`src/dpsc_defs.svh`:
```
// Constants of the drive power-state controller
`ifndef DPSC_DEFS_SVH
`define DPSC_DEFS_SVH

// Power command and related opcodes
`define DPSC_OP_STBY_IMM   8'hE0
`define DPSC_OP_IDLE_IMM   8'hE1
`define DPSC_OP_STBY       8'hE2
`define DPSC_OP_IDLE       8'hE3
`define DPSC_OP_CHK_PWR    8'hE5
`define DPSC_OP_SLEEP      8'hE6
`define DPSC_OP_INIT_PARAM 8'h91

// Clock rate and power-down timer unit
`define DPSC_CLK_KHZ       125000
`define DPSC_APD_UNIT_MS   5000
`define DPSC_APD_UNIT_CYC  (`DPSC_APD_UNIT_MS * `DPSC_CLK_KHZ)
`define DPSC_APD_CNT_W     30
`define DPSC_APD_LIM_W     8

`endif

```
`src/dpsc_pkg.sv`:
```
// Types of the drive power-state controller
`default_nettype none
package dpsc_pkg;
	// Gray along active -> idle -> standby -> sleep
	typedef enum logic [1:0] {
		DPSC_ACTIVE  = 2'h0,
		DPSC_IDLE    = 2'h1,
		DPSC_STANDBY = 2'h3,
		DPSC_SLEEP   = 2'h2
	} dpsc_state_t;
endpackage
`default_nettype wire

```
`src/dpsc_tmr_if.sv`:
```
// Link between the state controller and its power-down timer
`default_nettype none
`include "dpsc_defs.svh"
interface dpsc_tmr_if;
	logic                          run;
	logic [`DPSC_APD_LIM_W-1:0]    limit;
	logic                          expired;
	modport ctl (output run, output limit, input expired);
	modport tmr (input run, input limit, output expired);
endinterface
`default_nettype wire

```
`src/dpsc_apd_timer.sv`:
```
// Automatic power-down timer
`default_nettype none
`include "dpsc_defs.svh"
module dpsc_apd_timer import dpsc_pkg::*; #(
	parameter int unsigned UNIT_CYCLES = `DPSC_APD_UNIT_CYC,
	parameter int unsigned CNT_W       = `DPSC_APD_CNT_W
) (
	input  wire logic clk,
	input  wire logic rst,
	dpsc_tmr_if.tmr   tif
);
	localparam logic [CNT_W-1:0] TICK_LAST = CNT_W'(UNIT_CYCLES - 1);

	logic [CNT_W-1:0]           tick;
	logic [`DPSC_APD_LIM_W-1:0] units;
	logic                       expired;
	logic [CNT_W-1:0]           next_tick;
	logic [`DPSC_APD_LIM_W-1:0] next_units;
	logic                       next_expired;

	// Restart whenever run drops; a zero limit never expires
	always_comb begin
		next_tick    = tick;
		next_units   = units;
		next_expired = expired;
		if (!tif.run) begin
			next_tick    = '0;
			next_units   = '0;
			next_expired = 1'b0;
		end else if (!expired) begin
			if (tick == TICK_LAST) begin
				next_tick  = '0;
				next_units = units + 1'b1;
				if (tif.limit != '0 && next_units == tif.limit) begin
					next_expired = 1'b1;
				end
			end else begin
				next_tick = tick + 1'b1;
			end
		end
	end

	always_ff @(posedge clk or posedge rst) begin
		if (rst) begin
			tick    <= '0;
			units   <= '0;
			expired <= 1'b0;
		end else begin
			tick    <= next_tick;
			units   <= next_units;
			expired <= next_expired;
		end
	end

	assign tif.expired = expired;
endmodule // dpsc_apd_timer
`default_nettype wire

```
`src/dpsc_power_ctl.sv`:
```
// Drive power-state controller: active, idle, standby and sleep
`default_nettype none
`include "dpsc_defs.svh"

module dpsc_power_ctl import dpsc_pkg::*; #(
	parameter int unsigned APD_UNIT_CYCLES = `DPSC_APD_UNIT_CYC
) (
	input  wire logic                       CLK,
	input  wire logic                       RST,
	input  wire logic                       RESET_PIN_N,
	input  wire logic                       SOFT_RESET,
	input  wire logic                       POWER_ON_DONE,
	input  wire logic                       CMD_VALID,
	input  wire logic [7:0]                 CMD_CODE,
	input  wire logic                       CMD_NEEDS_MEDIA,
	input  wire logic                       EXEC_DONE,
	input  wire logic                       SPIN_READY,
	input  wire logic                       APD_ENABLE,
	input  wire logic [`DPSC_APD_LIM_W-1:0] APD_LIMIT,
	output var  logic                       CMD_READY,
	output var  logic                       EXEC_START,
	output var  logic [7:0]                 EXEC_CODE,
	output var  logic                       CMD_REJECT,
	output var  logic                       PWR_CMD_DONE,
	output var  logic [1:0]                 POWER_STATE,
	output var  logic                       SPINDLE_ON,
	output var  logic                       ACTUATOR_ON,
	output var  logic                       CHECK_VALID,
	output var  logic [1:0]                 CHECK_STATE,
	output var  logic                       MEDIA_WAIT
);
	dpsc_tmr_if tmr_if ();

	// Reset pin synchroniser
	logic rpin_meta;
	logic rpin_sync_n;

	always_ff @(posedge CLK or posedge RST) begin
		if (RST) begin
			rpin_meta   <= 1'b1;
			rpin_sync_n <= 1'b1;
		end else begin
			rpin_meta   <= RESET_PIN_N;
			rpin_sync_n <= rpin_meta;
		end
	end

	dpsc_state_t state;
	logic        busy;
	logic        por;
	logic        wait_media;
	logic        stay_sb;
	logic        ready;
	logic        exec_start;
	logic [7:0]  exec_code;
	logic        reject;
	logic        pc_done;
	logic        spindle;
	logic        chk_valid;
	logic [1:0]  chk_state;

	dpsc_state_t next_state;
	logic        next_busy;
	logic        next_por;
	logic        next_wait_media;
	logic        next_stay_sb;
	logic        next_ready;
	logic        next_exec_start;
	logic [7:0]  next_exec_code;
	logic        next_reject;
	logic        next_pc_done;
	logic        next_spindle;
	logic        next_chk_valid;
	logic [1:0]  next_chk_state;

	logic ata_rst;
	logic take;
	logic op_idle;
	logic op_stby;
	logic op_sleep;
	logic op_chk;
	logic is_power;

	// Interface reset from pin or host register, both level-held
	assign ata_rst  = !rpin_sync_n || SOFT_RESET;
	assign take     = CMD_VALID && ready;
	assign op_idle  = (CMD_CODE == `DPSC_OP_IDLE) || (CMD_CODE == `DPSC_OP_IDLE_IMM);
	assign op_stby  = (CMD_CODE == `DPSC_OP_STBY) || (CMD_CODE == `DPSC_OP_STBY_IMM);
	assign op_sleep = CMD_CODE == `DPSC_OP_SLEEP;
	assign op_chk   = CMD_CODE == `DPSC_OP_CHK_PWR;
	assign is_power = op_idle || op_stby || op_sleep || op_chk;

	// Timer only runs in settled idle; enable does not gate idle entry
	assign tmr_if.run   = (state == DPSC_IDLE) && !busy && APD_ENABLE;
	assign tmr_if.limit = APD_LIMIT;

	dpsc_apd_timer #(
		.UNIT_CYCLES (APD_UNIT_CYCLES),
		.CNT_W       (`DPSC_APD_CNT_W)
	) u_timer (
		.clk (CLK),
		.rst (RST),
		.tif (tmr_if.tmr)
	);

	// Power-state sequencing; reset beats everything else
	always_comb begin
		next_state      = state;
		next_busy       = busy;
		next_por        = por;
		next_wait_media = wait_media;
		next_stay_sb    = stay_sb;
		next_exec_code  = exec_code;
		next_chk_state  = chk_state;
		next_exec_start = 1'b0;
		next_reject     = 1'b0;
		next_pc_done    = 1'b0;
		next_chk_valid  = 1'b0;
		if (ata_rst) begin
			next_busy       = 1'b0;
			next_wait_media = 1'b0;
			next_stay_sb    = 1'b0;
			if (state == DPSC_SLEEP || state == DPSC_STANDBY) begin
				next_state = DPSC_STANDBY;
			end else if (!por) begin
				next_state = DPSC_IDLE;
			end
		end else if (por) begin
			next_state = DPSC_ACTIVE;
			if (POWER_ON_DONE) begin
				next_por   = 1'b0;
				next_state = DPSC_IDLE;
			end
		end else if (busy) begin
			if (wait_media) begin
				if (SPIN_READY) begin
					next_wait_media = 1'b0;
					next_exec_start = 1'b1;
				end
			end else if (EXEC_DONE) begin
				next_busy    = 1'b0;
				next_stay_sb = 1'b0;
				// Drop out of active on our own once work ends
				next_state   = stay_sb ? DPSC_STANDBY : DPSC_IDLE;
			end
		end else if (take) begin
			if (state == DPSC_SLEEP) begin
				next_reject = 1'b1;
			end else if (op_idle) begin
				next_state   = DPSC_IDLE;
				next_pc_done = 1'b1;
			end else if (op_stby) begin
				next_state   = DPSC_STANDBY;
				next_pc_done = 1'b1;
			end else if (op_sleep) begin
				next_state   = DPSC_SLEEP;
				next_pc_done = 1'b1;
			end else if (op_chk) begin
				next_chk_valid = 1'b1;
				next_chk_state = state;
				next_pc_done   = 1'b1;
			end else if (state == DPSC_STANDBY && CMD_CODE == `DPSC_OP_INIT_PARAM) begin
				next_busy       = 1'b1;
				next_stay_sb    = 1'b1;
				next_exec_start = 1'b1;
				next_exec_code  = CMD_CODE;
			end else begin
				next_state     = DPSC_ACTIVE;
				next_busy      = 1'b1;
				next_exec_code = CMD_CODE;
				// Spin-up first, so media commands just run late
				if (state == DPSC_STANDBY && CMD_NEEDS_MEDIA) begin
					next_wait_media = 1'b1;
				end else begin
					next_exec_start = 1'b1;
				end
			end
		end else if (state == DPSC_IDLE && tmr_if.expired) begin
			next_state = DPSC_STANDBY;
		end
		// Motor and actuator only outside standby and sleep
		next_spindle = (next_state == DPSC_ACTIVE) || (next_state == DPSC_IDLE);
		next_ready   = !next_busy && !next_por;
	end

	always_ff @(posedge CLK or posedge RST) begin
		if (RST) begin
			state      <= DPSC_ACTIVE;
			busy       <= 1'b0;
			por        <= 1'b1;
			wait_media <= 1'b0;
			stay_sb    <= 1'b0;
			ready      <= 1'b0;
			exec_start <= 1'b0;
			exec_code  <= 8'h00;
			reject     <= 1'b0;
			pc_done    <= 1'b0;
			spindle    <= 1'b1;
			chk_valid  <= 1'b0;
			chk_state  <= 2'h0;
		end else begin
			state      <= next_state;
			busy       <= next_busy;
			por        <= next_por;
			wait_media <= next_wait_media;
			stay_sb    <= next_stay_sb;
			ready      <= next_ready;
			exec_start <= next_exec_start;
			exec_code  <= next_exec_code;
			reject     <= next_reject;
			pc_done    <= next_pc_done;
			spindle    <= next_spindle;
			chk_valid  <= next_chk_valid;
			chk_state  <= next_chk_state;
		end
	end

	// Outputs straight from the flops
	assign CMD_READY    = ready;
	assign EXEC_START   = exec_start;
	assign EXEC_CODE    = exec_code;
	assign CMD_REJECT   = reject;
	assign PWR_CMD_DONE = pc_done;
	assign POWER_STATE  = state;
	assign SPINDLE_ON   = spindle;
	assign ACTUATOR_ON  = spindle;
	assign CHECK_VALID  = chk_valid;
	assign CHECK_STATE  = chk_state;
	assign MEDIA_WAIT   = wait_media;
endmodule // dpsc_power_ctl
`default_nettype wire

```
`config.mk`:
```
export PLATFORM = sky130hd
export DESIGN_NAME = dpsc_power_ctl
export DESIGN_NICKNAME = d
export VERILOG_FILES = /design/src/dpsc_pkg.sv /design/src/dpsc_tmr_if.sv /design/src/dpsc_apd_timer.sv /design/src/dpsc_power_ctl.sv
export VERILOG_INCLUDE_DIRS = /design/src
export SDC_FILE = /design/constraint.sdc
export NUM_CORES = 1
export LEC_CHECK = 0
export BUFFER_PORTS_ARGS = -buffer_cell sky130_fd_sc_hd__clkbuf_2
export CELL_PAD_IN_SITES_DETAIL_PLACEMENT = 0
export CELL_PAD_IN_SITES_GLOBAL_PLACEMENT = 1
export CORE_ASPECT_RATIO = 1.5
export CORE_MARGIN = 2
export CORE_UTILIZATION = 44
export CTS_CLUSTER_SIZE = 16
export DETAILED_ROUTE_END_ITERATION = 7
export PLACE_DENSITY_LB_ADDON = 0.12
export SYNTH_ARGS = -nofsm -noshare
export SYNTH_HDL_FRONTEND = slang
export SYNTH_SLANG_ARGS = --single-unit
```
`constraint.sdc`:
```
create_clock -name CLK -period 2.5 [get_ports CLK]
set_input_delay 0.25 -clock CLK [delete_from_list [all_inputs] [get_ports CLK]]
set_output_delay 0.25 -clock CLK [all_outputs]
set_load 0.05 [all_outputs]
```
Word-level counts from Yosys, hierarchy flattened

Cells that the tools add are included.

Add/sub/neg operators: 2
Reduce and logical (&&, ||, !) cells: 27
Equality and inequality tests: 24
Multiplexer cells: 101
Bitwise gates (word level): 8

Operators by type and width:

| cell                                                             | number |
|---|---|
| 30-bit two-way mux                                               | 3 |
| 1-bit two-way mux                                                | 79 |
| 8-bit == test (second input constant)                            | 7 |
| 2-bit two-way mux                                                | 16 |
| 30-bit by 1-bit adder with 30-bit output (second input constant) | 1 |
| 30-bit == test (second input constant)                           | 1 |
| 9-bit AND reduction                                              | 3 |
| 8-bit two-way mux                                                | 3 |
| 3-bit != test (second input constant)                            | 6 |
| 10-bit AND reduction                                             | 1 |
| 3-bit nonzero test                                               | 3 |
| 8-bit by 1-bit adder with 8-bit output (second input constant)   | 1 |
| 8-bit == test                                                    | 1 |
| 1-bit logical AND                                                | 8 |
| 1-bit inverter                                                   | 8 |
| 8-bit nonzero test                                               | 1 |
| 3-bit by 2-bit != test with 1-bit output (second input constant) | 2 |
| 1-bit logical OR                                                 | 5 |
| 2-bit by 1-bit == test with 1-bit output (second input constant) | 2 |
| 2-bit == test (second input constant)                            | 2 |
| 1-bit zero test                                                  | 4 |
| 2-bit != test (second input constant)                            | 2 |
| 2-bit zero test                                                  | 1 |
| 2-bit by 1-bit != test with 1-bit output (second input constant) | 1 |
| 2-bit AND reduction                                              | 1 |

Output and inout port bits: 20
Bits of input ports: 26
Logic and storage cells: 180
Bits in registers: 63

Longest topological paths before layout

Gate-level depths: netlist of run 1.

Word-level depth: 14
Mapped depth: 8
Gate-level depth less buffers: 6

Cells and area by module

A second synthesis of run 1 with hierarchy kept.

Cells, all modules: 348
Area total of the unflattened synthesis: 3575.9 µm²

Modules (own cells, without submodules):

| module         | sequential area each (µm²) | area each (µm²) | cells each | times used |
|---|---|---|---|---|
| dpsc_apd_timer | 975.9                      | 2362.3          | 241        | 1 |
| dpsc_power_ctl | 605.6                      | 1213.7          | 107        | 1 |

Worst setup path after synthesis of run 1

OpenSTA, ideal clock, no wires.

Path type: reg-to-reg
Start point: register state[1], in the netlist POWER_STATE[1]
End point: register u_timer.tick[25]
Cell stages (with the launch flop): 8
Arrival: 2.291 ns
Library setup time: 0.078 ns
Required time: 2.422 ns
Clock period less this slack: 2.368 ns
Slack: 0.132 ns
Buffers on the path: 2
Cell sequence: dfrtp_1 > clkbuf_2 > nor4bb_1 > buf_2 > a211oi_4 > nand4_1 > or3_1 > a21oi_1

Word-level cells in the longest chain between the ends: 4
Elaborated cells between the ends (all ways): 5
Classes of those cells: eq/ne: 2; mux: 1; reduce/logical: 2

RTL lines:

| what                                                                 | RTL line              | source |
|---|---|---|
| start, declared                                                      | dpsc_power_ctl.sv:48  | `dpsc_state_t state;` |
| start signal, assigned                                               | dpsc_power_ctl.sv:202 | `state <= next_state;` |
| 2-bit by 1-bit == test with 1-bit output (*)                         | dpsc_power_ctl.sv:94  | `assign tmr_if.run = (state == DPSC_IDLE) && !busy && APD_ENABLE;` |
| 1-bit logical AND (*) (2 in a row)                                   | dpsc_power_ctl.sv:94  |  |
| 2-bit != test (no source line) or 30-bit two-way mux (tied branches) | n/a                   |  |
| end signal, assigned                                                 | dpsc_apd_timer.sv:49  | `tick <= next_tick;` |
| end, declared                                                        | dpsc_apd_timer.sv:14  | `logic [CNT_W-1:0] tick;` |

Every way passes the cells marked *; elsewhere a longest branch is shown, timed or not.
A chain may end at the register's enable or synchronous reset.

Final worst setup path of run 1

Start point: register u_timer.tick[0]
End point: register u_timer.units[4]

Word-level cells in the longest chain between the ends: 3

RTL lines:

| what                                 | RTL line             | source |
|---|---|---|
| 30-bit == test                       | dpsc_apd_timer.sv:31 | `if (tick == TICK_LAST) begin` |
| 2-bit != test (no source line)       | n/a                  |  |
| 2-bit AND reduction (no source line) | n/a                  |  |
| end signal, assigned                 | dpsc_apd_timer.sv:50 | `units <= next_units;` |
| end, declared                        | dpsc_apd_timer.sv:15 | `` logic [`DPSC_APD_LIM_W-1:0] units; `` |

No other way between the ends.

==> metrics.txt, run 1 <==
Largest stage delay, worst path=0.60 ns; Die Span Y=111 um; Worst Setup EP=u_timer.units[4]; Placement Cell Area=3790 um2; Tightest Pin Transition=0.691 ns; Rows=39; Final setup viols=0; warnings from Yosys=0; Critical Path Stages=6; Congestion Overflow GR=0; routed vias=2,753; crit-path leading delay family=simple AND/OR/NAND/NOR gates; Post-CTS Setup Repair Bufs=0; TritonCTS clock tree=yes; routed vias/inst=5.34; flops & latches, synth=63; Clock transition at path regs=0.05 ns; Syn Area/Cell=9.58 um2; design area=4090 um2; nature of the critical path endpoint=flop; synthesized instance count=351; DIE AREA=8370 um2; initial antenna violation count=0; gr usage total=21.0%; final wirelength=7850 um; largest net degree at the start of global routing=34; ranking of synthesized cells by area=dfrtp_1, xor2_1, nor2_1; setup TNS=0 ns; most common cell in the netlist=dfrtp_1; critical path peak fanout=15; CP most frequent cell=or3_1; drt wl/cell=15.2 um; crit path from=u_timer.tick[0]; first-pass GRT wire length=13,300 um; crit-path cells=ha_1 > nand3_1 > or3_1 > or4_4 > or3_1 > a21oi_1; reg2reg start=u_timer.tick[0]; Crit Path Class=flop to flop; io pins=46; Layout Skew=0.00481 ns; Yosys top cell by area=dfrtp_1; root buffer cell=clkbuf_16; CP startpoint kind=flop; slowest stage cell, crit path=or4_4; Detailed Route Iter0 Violations=135; Primary FF master, synth=dfrtp_1; multi-input combinational cell area=1690 um2; Starting Density=44.8%; Util after Layout=54.4%; fillers=733; final cycle utilization of the critical path=95.3%; Leak=1.75 nW; Post-Synth Adder-Cell Area=0.744%; area grow syn2layout=21.7%; r2r worst-path depth=6; FFs w/ async S/R, synth=100%; PD cells=674 nW/um2; largest family of logic cells by synthesized area=simple AND/OR/NAND/NOR gates; vias in the first global route=2,839; Worst-Skew Late Latency=0.34 ns; antenna cells=0; Max Transition Viols Final=0; register area share after synthesis=47.0%; CP Data Required Time=2.74 ns; R2R Setup Slk=0.12 ns; fmax=420 MHz; crit path DAT=2.63 ns; Final nets=437; CTS buffer count=9; core area=7510 um2; DP HPWL=5880 um; unrepaired setup endpoints after global routing=false; Final min period=2.38 ns; library cells used by synthesis=52; H-tree depth=3; Max-Cap Viols=0; Hold Fails Final Rpt=0; complex-gate fraction of the synthesized area=10.6%; Buf/Inv on CP=0; Final ANT Viol Nets=0; CTS Buffer Depth=2; Hold Path Class=primary input to async pin; Reg area=1580 um2; mux contribution to synthesized area=3.27%; worst reg2reg path endpoint=u_timer.units[4]; Post-synth top cells=dfrtp_1, nor2_1, nand2_1, xor2_1, a21oi_1; XOR/XNOR share of the synthesized area=9.90%; placer's final routability congestion estimate=0.784; share of layout cells above drive strength 1=22.9%; Post-Syn Area=3360 um2; DR DRC count=0; area share of the largest cell type after synthesis=43.9%; status=finished, final reports clean; slew margin rel.=53.9%; VDD IR-drop max=461 uV; Post-synth EDFFs=0; syn_nets=379; CTS Sinks=63; DIE WIDTH=75.4 um; Port Buffers=45; Post-Synth Simple-Gate Area=25.6%; DRT Pass-1 Iters=4
## routing by layer
layer / GRT usage (%) / part of all wire (%)
met5: 0 / 0
met4: 8.54 / 2.2
met3: 5.64 / 3.0
met2: 35.5 / 55
met1: 24.3 / 40
## sequential cells by signal (all words and copies together), names as in the netlist, 2 cells and up
name and flops:
u_timer.units 8, CHECK_STATE 2, EXEC_CODE 8, POWER_STATE 2, u_timer.tick 30
## repair_timing
action | CTS | global route
gates resized for setup | 0 | 0
hold buffers | 1 | 0
hold endpoints to repair | 1 | 0
## metrics by stage
step / hold slack [ns] / std cells / total power, mW / setup slack, ns
4_1_cts: 0.0280 / 516 / 2.79 / 0.119
5_1_grt: 0.0622 / 516 / 2.87 / 0.0168
3_3_place_gp: 0.338 / 499 / 1.56 / 0.202
3_5_place_dp: 0.339 / 499 / 1.56 / 0.133
2_1_floorplan: 0.254 / 351 / 1.43 / 0.132
6_report: 0.00279 / 516 / 2.76 / 0.117
## placed cells by master (no fill, tap or decap), drive strengths merged, types with 4 or more instances in the layout
cell	n
nand2	32
nor3	6
buf	15
nand2b	4
and3	4
nor4b	4
dfstp	4
or3	12
dfrtp	59
inv	7
a21oi	22
xnor2	7
mux2	8
clkbuf	61
nand3	14
xor2	31
nor2	36
o21ai	14
nand4	17
nor2b	8
## report_power, final
part	internal (mW)	leakage (nW)	switching, mW
Combinational	0.130	0.771	0.309
Clock	0.780	0.143	0.436
Sequential	1.07	0.838	0.0301
Total	1.98	1.75	0.775
## area by class of cell
type	instances	share of cell area (%)
inverter	7	0.642
timing repair buffer	61	9.11
clock buffer	16	7.13
tap	102	3.12
multi-input combinational	267	41.3
sequential	63	38.7
## worst min-delay path by stage
stage | end | slack [ns] | depth (start not counted)
2_1_floorplan | rpin_meta | 0.25 | 0
6_report | u_timer.tick[11] | 0.003 | 2
3_3_place_gp | rpin_meta | 0.34 | 1
5_1_grt | u_timer.tick[10] | 0.06 | 2
4_1_cts | u_timer.tick[5] | 0.03 | 2
3_5_place_dp | rpin_meta | 0.34 | 1
## kinds of logic (layout without fill, tap and decap cells)
family / Yosys count / after routing
adders and majority gates: 2 / 2
muxes: 10 / 10
buffers and inverters: 21 / 84
DFF: 63 / 63
xor gates and xnor gates: 38 / 38
AOI/OAI and AO/OA: 57 / 57
and+or+nand+nor: 160 / 160
No activity file was read; power rests on OpenSTA's default activity.
==> inputs of run 2 (changes only) <==
- CTS_BUF_LIST: not set -> sky130_fd_sc_hd__clkbuf_8 sky130_fd_sc_hd__clkbuf_16
==> run 2 against run 1 <==
  * Core utilization unchanged
  * Global-route usage unchanged
  * Clock power is essentially flat
  * Combinational power about the same
  * Design area stayed put
  * Final cell count is the same
  * Via count hardly changed
  * Critical path depth stayed put
  * Sequential power barely moved
  * Critical path type unchanged
==> metrics.txt, run 2 (same netlist as run 1, synthesis figures left out) <==
largest net degree at the start of global routing=34 (unchanged); routed vias=2,752 (-0.036%); Place WS=0.133 ns (unchanged); setup TNS=0 ns (unchanged); critical path peak fanout=15 (unchanged); antenna cells=0 (unchanged); Final ANT Viol Nets=0 (unchanged); Crit Path Class=flop to flop; drt wl/cell=15.2 um (about the same); vias in the first global route=2,839 (unchanged); PD cells=672 nW/um2 (-0.41%); first-pass GRT wire length=13,300 um (unchanged); DR DRC count=0 (unchanged); Final Power=2.75 mW (-0.41%); commonest non-fill, non-tap cell in the layout=dfrtp_1; multi-input combinational cell area=1690 um2 (unchanged); Largest Register=u_timer.tick; final std cells w/o fill=516 (unchanged); Hold Path Class=primary input to async pin; TritonCTS clock tree=yes; Largest stage delay, worst path=0.60 ns (about the same); most frequent cells in the layout=dfrtp_1, clkbuf_2, nor2_1; Util after Layout=54.4% (unchanged); final cycle utilization of the critical path=95.3% (about the same); Clock transition at path regs=0.05 ns (about the same); DIE AREA=8370 um2 (unchanged); area grow syn2layout=21.7% (unchanged); Final setup viols=0 (unchanged); CTS Sinks=63 (unchanged); nature of the critical path endpoint=flop; DRT Pass-1 Iters=4 (unchanged); Congestion Overflow GR=0 (unchanged); CP Data Required Time=2.74 ns (about the same); Die Span Y=111 um (unchanged); VDD IR-drop max=461 uV (about the same); routed vias/inst=5.33 (about the same); Starting Density=44.8% (unchanged); H-tree depth=3 (unchanged); Rows=39 (unchanged); Post-CTS Hold Buffers=1 (unchanged); Resize count post-CTS=0 (unchanged); slowest stage cell, crit path=or4_4; Reg area=1580 um2 (unchanged); Max Transition Viols Final=0 (unchanged); core area=7510 um2 (unchanged); status=finished, final reports clean; fillers=733 (unchanged); initial antenna violation count=0 (unchanged); Inst Count DP=499 (unchanged); io pins=46 (unchanged); unrepaired setup endpoints after global routing=false; DP HPWL=5880 um (unchanged); Detailed Route Iter0 Violations=150 (+11%); Max-Cap Viols=0 (unchanged); DIE WIDTH=75.4 um (unchanged); Post-CTS Setup Repair Bufs=0 (unchanged); crit-path cells=ha_1 > nand3_1 > or3_1 > or4_4 > or3_1 > a21oi_1; share of layout cells above drive strength 1=22.9% (unchanged); Hold Fails Final Rpt=0 (unchanged); Port Buffers=45 (unchanged); crit path DAT=2.63 ns (about the same); Final min period=2.38 ns (-0.000421 ns); final wirelength=7850 um (about the same); fmax=420 MHz (about the same); root buffer cell=clkbuf_16; r2r worst-path depth=6 (unchanged); CTS Buffer Depth=2 (unchanged); max reg flops=30 (unchanged); slew margin rel.=53.9% (about the same); gr usage total=21.0% (unchanged); Leak=1.77 nW (+0.71%); Tightest Pin Transition=0.690 ns (-0.000345 ns); Worst-Skew Late Latency=0.34 ns (about the same); final setup margin=0.117 ns (+0.000421 ns); Final nets=437 (unchanged); CTS buffer count=9 (unchanged); CP startpoint kind=flop; CP most frequent cell=or3_1; Layout Skew=0.00549 ns (+0.000677 ns); placer's final routability congestion estimate=0.784 (unchanged)
## run 2: cell types whose count changed in the layout (fill, tap and decap cells not counted), sizes merged
cell,delta
inv,+3
clkbuf,-3
## run 2: worst paths after layout
check / startpoint / endpoint / slack, ns
min: RST / u_timer.tick[11] / 0.001
max in group asynchronous: RST / rpin_meta / 1.80
min in group CLK: POWER_ON_DONE / por / 0.13
max reg2reg: u_timer.tick[0] / u_timer.units[4] / 0.12
min reg2reg: rpin_meta / rpin_sync_n / 0.36
max: u_timer.tick[0] / u_timer.units[4] / 0.12
## run 2: report_power, final
part           internal (mW)  leakage (nW)  total [mW]  switching, mW
clock network          0.768         0.156        1.21          0.437
logic                  0.130         0.771       0.439          0.309
registers               1.07         0.838        1.10         0.0301
total                   1.97          1.77        2.75          0.776
## run 2: final cells by class
cell class	instances	area share, %
clock buffer	13	6.85
clock inverter	3	0.275
inverter	7	0.642
multi-input combinational	267	41.3
sequential	63	38.7
tap	102	3.12
timing repair buffer	61	9.11
## run 2: critical path, delay by kind of cell (launching register included)
family	cells	cell delay (ns)
adders and majority gates	1	0.23
and+or+nand+nor	4	1.50
DFF	1	0.41
AOI/OAI and AO/OA	1	0.15
## run 2: metal layers
metal	vias to the layer above	routed length, um	GRT usage (%)
li1	1358	-	-
met1	1339	3160	24.3
met2	44	4270	35.5
met3	11	239	5.64
met4	0	173	8.54
met5	-	0	0
## run 2: stage by stage
| step | hold slack, ns | instance area, um2 |
|---|---|---|
| floorplan | 0.254 | 3360 |
| global placement | 0.338 | 3790 |
| detailed placement | 0.339 | 3790 |
| CTS | 0.0279 | 4090 |
| global route | 0.0621 | 4090 |
| finish | 0.00129 | 4090 |
